$ cat src/verilog/tme_cfg.svh
/*
 * Constants for the TLB maintenance engine: field widths and defaults.
 * Assumes it is included by the package and the engine by its bare name.
 */
`ifndef TME_CFG_SVH
`define TME_CFG_SVH
// ==========================================================
// Widths
`define TME_BANKS   8
`define TME_BANK_W  3
`define TME_VMID_W  16
`define TME_ASID_W  16
`define TME_ADDR_W  48
`define TME_TXN_W   8
// ==========================================================
// Defaults and fixed values
`define TME_BTM_DEF 1'b1
`define TME_GSEC_NS 0
`define TME_GSEC_S  1
`define TME_NSEC    2
`endif

$ cat src/verilog/tme_pkg.sv
/*
 * Types shared by the TLB maintenance engine and its surroundings.
 * Assumes tme_cfg.svh is on the include path.
 */
`include "tme_cfg.svh"
package tme_pkg;
    // ======================================================
    // Invalidate operations, context space then global space
    typedef enum logic [4:0] {
        TME_OP_CTX_ALL       = 5'h00,
        TME_OP_CTX_ASID      = 5'h01,
        TME_OP_CTX_VA        = 5'h02,
        TME_OP_CTX_VA_ANY    = 5'h03,
        TME_OP_CTX_VA_LAST   = 5'h04,
        TME_OP_CTX_VAA_LAST  = 5'h05,
        TME_OP_CTX_IPA       = 5'h06,
        TME_OP_CTX_IPA_LAST  = 5'h07,
        TME_OP_ALL_NSEC_NHYP = 5'h08,
        TME_OP_SEC_ALL       = 5'h09,
        TME_OP_SEC_ALL_MON   = 5'h0A,
        TME_OP_HYP_ALL       = 5'h0B,
        TME_OP_HYP_VA        = 5'h0C,
        TME_OP_HYP_VA_LAST   = 5'h0D,
        TME_OP_VM_TAG        = 5'h0E,
        TME_OP_VM_TAG_S1     = 5'h0F,
        TME_OP_FLUSH         = 5'h10
    } tme_op_t;

    // ======================================================
    // Engine states
    typedef enum logic [1:0] {
        TME_ST_IDLE  = 2'h0,
        TME_ST_ISSUE = 2'h1,
        TME_ST_WAIT  = 2'h2,
        TME_ST_DRAIN = 2'h3
    } tme_st_t;

    // ======================================================
    // Posted request from registers or a broadcast message
    typedef struct packed {
        logic                   valid;
        logic                   glob;
        logic                   sec;
        logic [`TME_BANK_W-1:0] bank;
        tme_op_t                op;
        logic [`TME_VMID_W-1:0] vmid;
        logic [`TME_ASID_W-1:0] asid;
        logic [`TME_ADDR_W-1:0] addr;
    } tme_req_t;

    // Command to the TLB array
    typedef struct packed {
        tme_op_t                op;
        logic                   sec;
        logic [`TME_BANKS-1:0]  banks;
        logic [`TME_VMID_W-1:0] vmid;
        logic [`TME_ASID_W-1:0] asid;
        logic [`TME_ADDR_W-1:0] addr;
        logic                   s1;
        logic                   s2;
        logic                   walk;
        logic                   page;
    } tme_cmd_t;
endpackage

$ cat src/verilog/tme_engine.sv
/*
 * TLB maintenance engine: posts register and broadcast invalidates,
 * drives them into the TLB array one at a time and tracks sync requests.
 * Assumes the register decoder, broadcast receiver, TLB array and the
 * transaction tracker all run on mclk_i.
 */
// What this block does
// - Report broadcast support as read-only flag
// - VMID hint drops broadcasts carrying a VMID
// - Broadcast non-secure non-hyp all always applies
// - VMID hint never affects secure broadcasts
// - ASID hint excludes that bank from broadcasts carrying an ASID
// - Context writes start stage 1 invalidates
// - Context writes start stage 2 IPA invalidates
// - Context sync trigger and per-bank status
// - Global writes start device-wide invalidates
// - Global sync covers its security state's banks
// - Global status clears after all earlier invalidates
// - Table and stage 2 entries may be cached
// - Context stage 1 invalidates whole page copies
// - Global invalidates hit stage 1 information
// - Non-sec all and VM tag hit stage 2
// - Posting never implies completion; sync confirms
// - Complete after discard and in-flight drain
// - Nested descriptor fetch counts as one transaction
// - Accept unbounded requests without client progress
// - Bank sync covers bank; global covers all
// - Separate tracking per bank and security state
`timescale 1ns/1ps
`default_nettype none
`include "tme_cfg.svh"

module tme_engine #(
    parameter logic BROADCAST_SUPPORT = `TME_BTM_DEF,
    parameter int   TXN_W             = `TME_TXN_W
) (
    input  wire logic                     mclk_i,
    input  wire logic                     rst_n_i,
    input  wire tme_pkg::tme_req_t        reg_req_i,
    input  wire tme_pkg::tme_req_t        dvm_req_i,
    input  wire logic [`TME_BANKS-1:0]    context_sync_trigger_i,
    input  wire logic [`TME_NSEC-1:0]     global_sync_trigger_i,
    input  wire logic                     private_vmid_hint_i,
    input  wire logic [`TME_BANKS-1:0]    private_asid_hint_i,
    input  wire logic                     tlb_cmd_ready_i,
    input  wire logic                     tlb_done_i,
    input  wire logic                     txn_start_i,
    input  wire logic                     txn_observed_i,
    output logic                          broadcast_support_flag_o,
    output tme_pkg::tme_cmd_t             tlb_cmd_o,
    output logic                          tlb_cmd_valid_o,
    output logic [`TME_BANKS-1:0]         context_sync_status_o,
    output logic [`TME_NSEC-1:0]          global_sync_status_o
);
    import tme_pkg::*;

    // ======================================================
    // Sources: banks first, then global non-secure, global secure,
    // and the broadcast receiver last
    localparam int NB    = `TME_BANKS;
    localparam int NSRC  = NB + `TME_NSEC + 1;
    localparam int SRC_W = $clog2(NSRC);
    localparam int DVM   = NB + `TME_NSEC;

    typedef struct packed {
        tme_st_t                    st;
        logic [SRC_W-1:0]           cur;
        logic [NSRC-1:0]            pv;
        tme_cmd_t [NSRC-1:0]        pend;
        tme_cmd_t                   cmd;
        logic                       cv;
        logic [TXN_W-1:0]           infl;
        logic [TXN_W-1:0]           snap;
        logic [NB-1:0]              csync;
        logic [`TME_NSEC-1:0]       gsync;
        logic                       flag;
    } tme_state_t;

    tme_state_t s;
    tme_state_t next_s;

    // ======================================================
    // Helpers
    // A second post to a busy slot widens it to a full flush: over-
    // invalidating is always legal and needs no queue storage.
    function automatic tme_cmd_t tme_merge(input logic busy, input tme_cmd_t c);
        tme_cmd_t r;
        r = c;
        if (busy) begin
            r       = '0;
            r.op    = TME_OP_FLUSH;
            r.banks = '1;
        end
        return r;
    endfunction

    // Scope bits that tell the array which cached structures to hit
    function automatic tme_cmd_t tme_scope(input tme_cmd_t c);
        tme_cmd_t r;
        logic     ipa;
        logic     last;
        r    = c;
        ipa  = (c.op == TME_OP_CTX_IPA) || (c.op == TME_OP_CTX_IPA_LAST);
        last = (c.op == TME_OP_CTX_VA_LAST) || (c.op == TME_OP_CTX_VAA_LAST)
            || (c.op == TME_OP_CTX_IPA_LAST) || (c.op == TME_OP_HYP_VA_LAST);
        r.s1   = !ipa;
        r.s2   = ipa || (c.op == TME_OP_ALL_NSEC_NHYP)
              || (c.op == TME_OP_VM_TAG) || (c.op == TME_OP_FLUSH);
        r.walk = !last;
        r.page = (c.op >= TME_OP_CTX_VA) && (c.op <= TME_OP_CTX_VAA_LAST);
        return r;
    endfunction

    // ======================================================
    // Next-state logic
    always_comb begin
        tme_cmd_t         rc;
        tme_cmd_t         dc;
        logic             rok;
        logic             has_vmid;
        logic             has_asid;
        logic             found;
        logic [SRC_W-1:0] sel;
        logic [SRC_W-1:0] ridx;
        logic             serving;
        logic             any_busy;
        rc       = '0;
        dc       = '0;
        rok      = 1'b0;
        has_vmid = 1'b0;
        has_asid = 1'b0;
        found    = 1'b0;
        sel      = '0;
        ridx     = '0;
        next_s   = s;

        next_s.flag = BROADCAST_SUPPORT;

        // Pick the lowest pending source when the engine is free
        for (int i = 0; i < NSRC; i++) begin
            if (!found && s.pv[i]) begin
                found = 1'b1;
                sel   = SRC_W'(i);
            end
        end

        // Transaction counter; the tracker reports a nested stage 1
        // descriptor fetch as one start and one observation
        next_s.infl = s.infl + TXN_W'(txn_start_i) - TXN_W'(txn_observed_i);

        // Service sequence: issue, wait for discard, drain in-flight
        unique case (s.st)
            TME_ST_IDLE: begin
                if (found) begin
                    next_s.cmd      = tme_scope(s.pend[sel]);
                    next_s.pv[sel]  = 1'b0;
                    next_s.cur      = sel;
                    next_s.cv       = 1'b1;
                    next_s.st       = TME_ST_ISSUE;
                end
            end
            TME_ST_ISSUE: begin
                if (tlb_cmd_ready_i) begin
                    next_s.cv = 1'b0;
                    next_s.st = TME_ST_WAIT;
                end
            end
            TME_ST_WAIT: begin
                // Only transactions already in flight can hold old entries
                if (tlb_done_i) begin
                    next_s.snap = next_s.infl;
                    next_s.st   = TME_ST_DRAIN;
                end
            end
            TME_ST_DRAIN: begin
                if (s.snap == '0) begin
                    next_s.st = TME_ST_IDLE;
                end else if (txn_observed_i) begin
                    next_s.snap = s.snap - TXN_W'(1);
                end
            end
        endcase

        // Register post: context ops only in a bank, global ops only global
        rok = reg_req_i.valid
           && (reg_req_i.glob == (reg_req_i.op >= TME_OP_ALL_NSEC_NHYP))
           && (reg_req_i.op != TME_OP_FLUSH);
        rc.op    = reg_req_i.op;
        rc.sec   = reg_req_i.sec;
        rc.vmid  = reg_req_i.vmid;
        rc.asid  = reg_req_i.asid;
        rc.addr  = reg_req_i.addr;
        rc.banks = reg_req_i.glob ? '1 : (NB'(1) << reg_req_i.bank);
        ridx     = reg_req_i.glob ? SRC_W'(NB + 32'(reg_req_i.sec))
                                  : SRC_W'(reg_req_i.bank);
        // Posting only records the work; nothing here signals completion
        if (rok) begin
            next_s.pend[ridx] = tme_merge(next_s.pv[ridx], rc);
            next_s.pv[ridx]   = 1'b1;
        end

        // Broadcast post, filtered by the namespace hints
        has_vmid = !dvm_req_i.sec && (dvm_req_i.op != TME_OP_ALL_NSEC_NHYP)
                && ((dvm_req_i.op <= TME_OP_CTX_IPA_LAST)
                 || (dvm_req_i.op == TME_OP_VM_TAG)
                 || (dvm_req_i.op == TME_OP_VM_TAG_S1));
        has_asid = (dvm_req_i.op == TME_OP_CTX_ASID)
                || (dvm_req_i.op == TME_OP_CTX_VA)
                || (dvm_req_i.op == TME_OP_CTX_VA_LAST);
        dc.op    = dvm_req_i.op;
        dc.sec   = dvm_req_i.sec;
        dc.vmid  = dvm_req_i.vmid;
        dc.asid  = dvm_req_i.asid;
        dc.addr  = dvm_req_i.addr;
        dc.banks = has_asid ? ~private_asid_hint_i : '1;
        if (s.flag && dvm_req_i.valid && (dvm_req_i.op != TME_OP_FLUSH)
            && !(private_vmid_hint_i && has_vmid)
            && (dc.banks != '0)) begin
            next_s.pend[DVM] = tme_merge(next_s.pv[DVM], dc);
            next_s.pv[DVM]   = 1'b1;
        end

        // Sync tracking; a trigger in the clearing cycle wins
        serving  = (s.st != TME_ST_IDLE);
        any_busy = (s.pv != '0) || serving;
        for (int b = 0; b < NB; b++) begin
            next_s.csync[b] = context_sync_trigger_i[b]
                || (s.csync[b] && (s.pv[b]
                    || (serving && (s.cur == SRC_W'(b)))));
        end
        // Global sync waits on every source, both security states
        for (int k = 0; k < `TME_NSEC; k++) begin
            next_s.gsync[k] = global_sync_trigger_i[k]
                || (s.gsync[k] && any_busy);
        end
    end

    // ======================================================
    // State register
    always_ff @(posedge mclk_i) begin
        if (!rst_n_i) begin
            s      <= '0;
            s.flag <= BROADCAST_SUPPORT;
        end else begin
            s <= next_s;
        end
    end

    // ======================================================
    // Outputs straight from the state register
    assign broadcast_support_flag_o = s.flag;
    assign tlb_cmd_o                = s.cmd;
    assign tlb_cmd_valid_o          = s.cv;
    assign context_sync_status_o    = s.csync;
    assign global_sync_status_o     = s.gsync;

endmodule // tme_engine
`default_nettype wire

$ cat config.mk
export PLATFORM = sky130hd
export DESIGN_NAME = tme_engine
export DESIGN_NICKNAME = d
export VERILOG_FILES = /design/src/verilog/tme_pkg.sv /design/src/verilog/tme_engine.sv
export VERILOG_INCLUDE_DIRS = /design/src /design/src/verilog
export SDC_FILE = /design/constraint.sdc
export NUM_CORES = 2
export LEC_CHECK = 0
export ABC_AREA = 1
export BUFFER_PORTS_ARGS = -buffer_cell sky130_fd_sc_hd__clkbuf_2
export CELL_PAD_IN_SITES_DETAIL_PLACEMENT = 0
export CELL_PAD_IN_SITES_GLOBAL_PLACEMENT = 1
export CORE_MARGIN = 2
export CORE_UTILIZATION = 40
export CTS_BUF_LIST = sky130_fd_sc_hd__clkbuf_4 sky130_fd_sc_hd__clkbuf_8
export CTS_CLUSTER_DIAMETER = 80
export CTS_CLUSTER_SIZE = 28
export DETAILED_ROUTE_END_ITERATION = 8
export HOLD_SLACK_MARGIN = 0.1
export PLACE_DENSITY_LB_ADDON = 0.08
export SETUP_SLACK_MARGIN = 0.3
export SLEW_MARGIN = 10
export SYNTH_ARGS = -nofsm -noshare
export SYNTH_HDL_FRONTEND = slang
export SYNTH_SLANG_ARGS = --single-unit
$ cat constraint.sdc
create_clock -name mclk_i -period 2.7 [get_ports mclk_i]
set_clock_uncertainty 0.15 [all_clocks]
set_input_delay 0.27 -clock mclk_i [delete_from_list [all_inputs] [get_ports mclk_i]]
set_output_delay 0.27 -clock mclk_i [all_outputs]
set_load 0.01 [all_outputs]
==> run summary <==
Synthesis
- 6394 — nets in the synthesized netlist
- 0 — number of flops mapped to enable cells by yosys
- sky130_fd_sc_hd__dfxtp_1 — main flop type after synthesis
- sky130_fd_sc_hd__dfxtp_1 (1176), sky130_fd_sc_hd__o21ai_0 (1057), sky130_fd_sc_hd__a21oi_2 (790), sky130_fd_sc_hd__nand2_1 (671), sky130_fd_sc_hd__clkbuf_1 (398) — commonest cells in the netlist
- 6172 — number of instances in the synthesized netlist
- 0% — async set or reset register ratio after synthesis
- 52300 sq um — post-synthesis cell area
- 45.0% — proportion of synthesized chip area in sequential cells
- 1176 — number of register bits inferred by synthesis
- sky130_fd_sc_hd__dfxtp_1 — post-synthesis cell type with the largest combined area
- 45.0% — proportion of netlist area held by the largest area contributor
- 8.47 sq um — synthesized area divided by synthesized cell count
- 0 — Ys Warns
- sky130_fd_sc_hd__dfxtp_1 (45%), sky130_fd_sc_hd__a21oi_2 (13%), sky130_fd_sc_hd__o21ai_0 (10%) — synth top area cells
- sky130_fd_sc_hd__dfxtp_1 — dominant cell by count in the synthesized netlist
- 51 — Synth cell types

Placed design
- 311 — buffers added on ports
- 56900 sq um — standard cell area after detailed placement
- 7892 — count of placed standard cells including taps
- 0.840 — routability cong.
- 114000 microns — detailed placement HPWL

Cells and area
- 51.3% — share of the core filled with cells in the final layout
- 23500 sq um — register area
- 27.2% — Layout Area Growth over Synthesis
- 12341 — Filler cells
- 66500 sq um — design area
- 6934 — number of nets in the finished design
- 26900 sq um — area of combinational cells with multiple inputs
- 8510 — final cell count without fillers
- 31.3% — proportion of layout cells with a drive suffix above 1

Floorplanning
- 40.3% — initial cell density of the core
- 365 microns — die span in y
- 132 — Core Rows
- 130000 sq um — Placeable Area
- 317 — I/O pin total
- 365 microns — chip width
- 134000 sq um — Die Area

STA
- -126 ps — smallest setup slack after layout
- 42.8% — Max transition margin
- 105% — Tcrit/Tclk final
- 858 ps — transition time at the pin with the least slew margin
- 514 — Finish-stage setup viols
- 354 MHz — Achievable Freq
- true — RSZ-0062 raised after global routing
- 0 — pins over their slew limit
- -20580 ps — setup TNS
- 0 — number of endpoints with negative hold slack in the final report
- 2830 ps — clock period minus final worst setup slack

Route
- 208000 microns — Final Routed Wirelength
- 6 — length of the first detailed-routing pass in iterations
- 47680 — via count
- 0 — final routed DRC violation total
- 4211 — initial detailed-routing violation count
- 24.4 microns — routed length per placed instance
- 0 — remaining number of nets flagged by the antenna check after routing
- 5.60 — Vias per Instance

Job
- 0 — MaxCap Viol Count

Clocking
- done — TritonCTS clock tree
- 69 — number of CTS-inserted buffers
- 820 ps — source-to-sink clock delay at the later pin of the worst-skew pair
- 3 — maximum number of buffers from clock root to sink
- sky130_fd_sc_hd__clkbuf_8 — Root Buffer
- 1176 — clk sinks
- 3 — deepest level of the CTS H-tree
- 140 ps — clock transition at the register clock pins on the worst setup and hold paths after CTS

Global route
- 140 — maximum number of pins on one net before global-route repair
- 5 — initial antenna violation count
- 40.2% — GR Layer Usage met1
- 28.4% — total global routing track utilization
- 44094 — via count of the first global-routing pass
- met2 — peak-usage layer in the global routing report
- 0 — grt total ovfl
- 291000 microns — first-pass GRT wire length
- 2.98% — grt met3 use
- 47.0% — met2 Track Usage GR

Setup path
- s[280] — terminus of the critical flop-to-flop path
- 360 ps — biggest cell delay along the critical path
- 3410 ps — arrival time at the worst endpoint
- nor2_4, nand2_4, nor2_4, nand3_2, nand3_4, nand2_4, o21ai_4, o22ai_2, o21ai_4, buf_12, buf_16, buf_6, buf_16, nand3_4, a21oi_2 — worst path cell trace
- 15 — Worst R2R Path Depth
- s[1204] — startpoint of the lowest-slack register-to-register path
- -130 ps — reg2reg setup slack
- reg2reg — kind of critical path
- 7 — top fanout value on the critical path
- flip-flop — sort of element at the end of the critical path
- sky130_fd_sc_hd__dfxtp_2 — library cell contributing the largest single delay on the critical path
- 3280 ps — Crit path required time
- flip-flop — Critical Path Start Type

Min path
- s[1161] — end of the worst hold path
- 4 — Min-Delay Path Depth
- in2reg — Hold Crit Class
- dvm_req_i[51] — launch point of the worst hold path

Power
- 605 nW/um^2 — power density cells
- 0.348 mV — maximum resistive drop on vdd
- 25.0 nW — leakage dissipation
- 40.2 mW — Power Total

Run status
- finished, violations left — result of the run
- setup timing — failing checks

==> logic make-up (layout without fill, tap and decap cells) <==
group	after synthesis	after routing	synth area share (%)
AOI/OAI and AO/OA	2590	2590	32.4
xor gates and xnor gates	10	10	0.168
adders and majority gates	15	15	0.373
buffers and inverters	929	1447	8.11
DFF	1176	1176	45.0
other	1	4	0.00717
and+or+nand+nor	1451	1526	14.0
==> cells in the final DEF (no fill, tap or decap), types with 19 or more instances in the layout <==
| master | n |
|---|---|
| sky130_fd_sc_hd__dfxtp_1 | 1172 |
| sky130_fd_sc_hd__o21ai_0 | 1041 |
| sky130_fd_sc_hd__a21oi_2 | 816 |
| sky130_fd_sc_hd__nand2_1 | 623 |
| sky130_fd_sc_hd__nand3_1 | 334 |
| sky130_fd_sc_hd__clkbuf_2 | 310 |
| sky130_fd_sc_hd__a21oi_1 | 278 |
| sky130_fd_sc_hd__dlygate4sd3_1 | 251 |
| sky130_fd_sc_hd__inv_1 | 235 |
| sky130_fd_sc_hd__nor2_1 | 231 |
| sky130_fd_sc_hd__buf_4 | 231 |
| sky130_fd_sc_hd__a22oi_1 | 174 |
| sky130_fd_sc_hd__nand3_4 | 163 |
| sky130_fd_sc_hd__buf_12 | 137 |
| sky130_fd_sc_hd__a31oi_1 | 98 |
| sky130_fd_sc_hd__clkbuf_8 | 77 |
| sky130_fd_sc_hd__a211oi_1 | 42 |
| sky130_fd_sc_hd__buf_16 | 39 |
| sky130_fd_sc_hd__buf_6 | 38 |
| sky130_fd_sc_hd__nand2_2 | 32 |
| sky130_fd_sc_hd__clkbuf_16 | 30 |
| sky130_fd_sc_hd__nand4_1 | 28 |
| sky130_fd_sc_hd__nor3_1 | 25 |
| sky130_fd_sc_hd__nand3_2 | 19 |
==> critical path, delay by kind of cell (launching register included) <==
kind / cells / cell delay (ps)
simple gates: 7 / 970
flops: 1 / 360
buf+inv: 4 / 640
compound gates: 4 / 570
==> worst max-delay path by stage <==
stage / start / end / cells after the start
CTS: s[1205] / s[593] / 14
finish: s[1204] / s[280] / 15
global route: s[1204] / s[280] / 15
floorplan: s[1219] / s[279] / 13
global placement: s[1204] / s[317] / 12
detailed placement: s[1204] / s[561] / 12
==> layout make-up <==
class,count,area share [%]
multi-input cells,4142,40.5
flip-flops and latches,1176,35.4
repair buffers,1054,16.7
well taps,1742,3.28
clock buffers,82,1.65
inverters,266,1.62
clock inverters,42,0.819
repair inverters,3,0.0395
diodes,3,0.0113
==> per-stage QoR <==
stage	worst slack (ps)	hold WS (ps)
3_3_place_gp	-154	280
6_report	-126	145
4_1_cts	-125	101
3_5_place_dp	-181	281
5_1_grt	-208	142
2_1_floorplan	303	228
==> what timing repair did <==
action / in CTS / in global routing
pin swaps: 45 / 130
resized for setup: 103 / 388
setup buffers: 33 / 80
endpoints found under the hold margin: 1117 / 0
gates cloned: 54 / 71
hold buffers: 253 / 0
setup endpoints to repair: 1008 / 1084
==> sequential cells by signal (all words and copies together) (netlist names) <==
| register | count |
|---|---|
| tlb_cmd_valid_o | 1 |
| global_sync_status_o | 2 |
| s | 1067 |
| tlb_cmd_o | 98 |
| context_sync_status_o | 8 |
==> power by group <==
part           switching, mW  leakage, nW  internal, mW
Sequential             0.767         9.55          18.3
Combinational           6.96         14.6          4.08
Clock                   6.60        0.817          3.47
==> layer usage <==
layer	wire length, microns	part of all wire, %
met1	96400	46
met2	97100	47
met3	10100	4.9
met4	4010	1.9
met5	11	0.0053
Note: power is estimated with default switching activity, not from simulation.
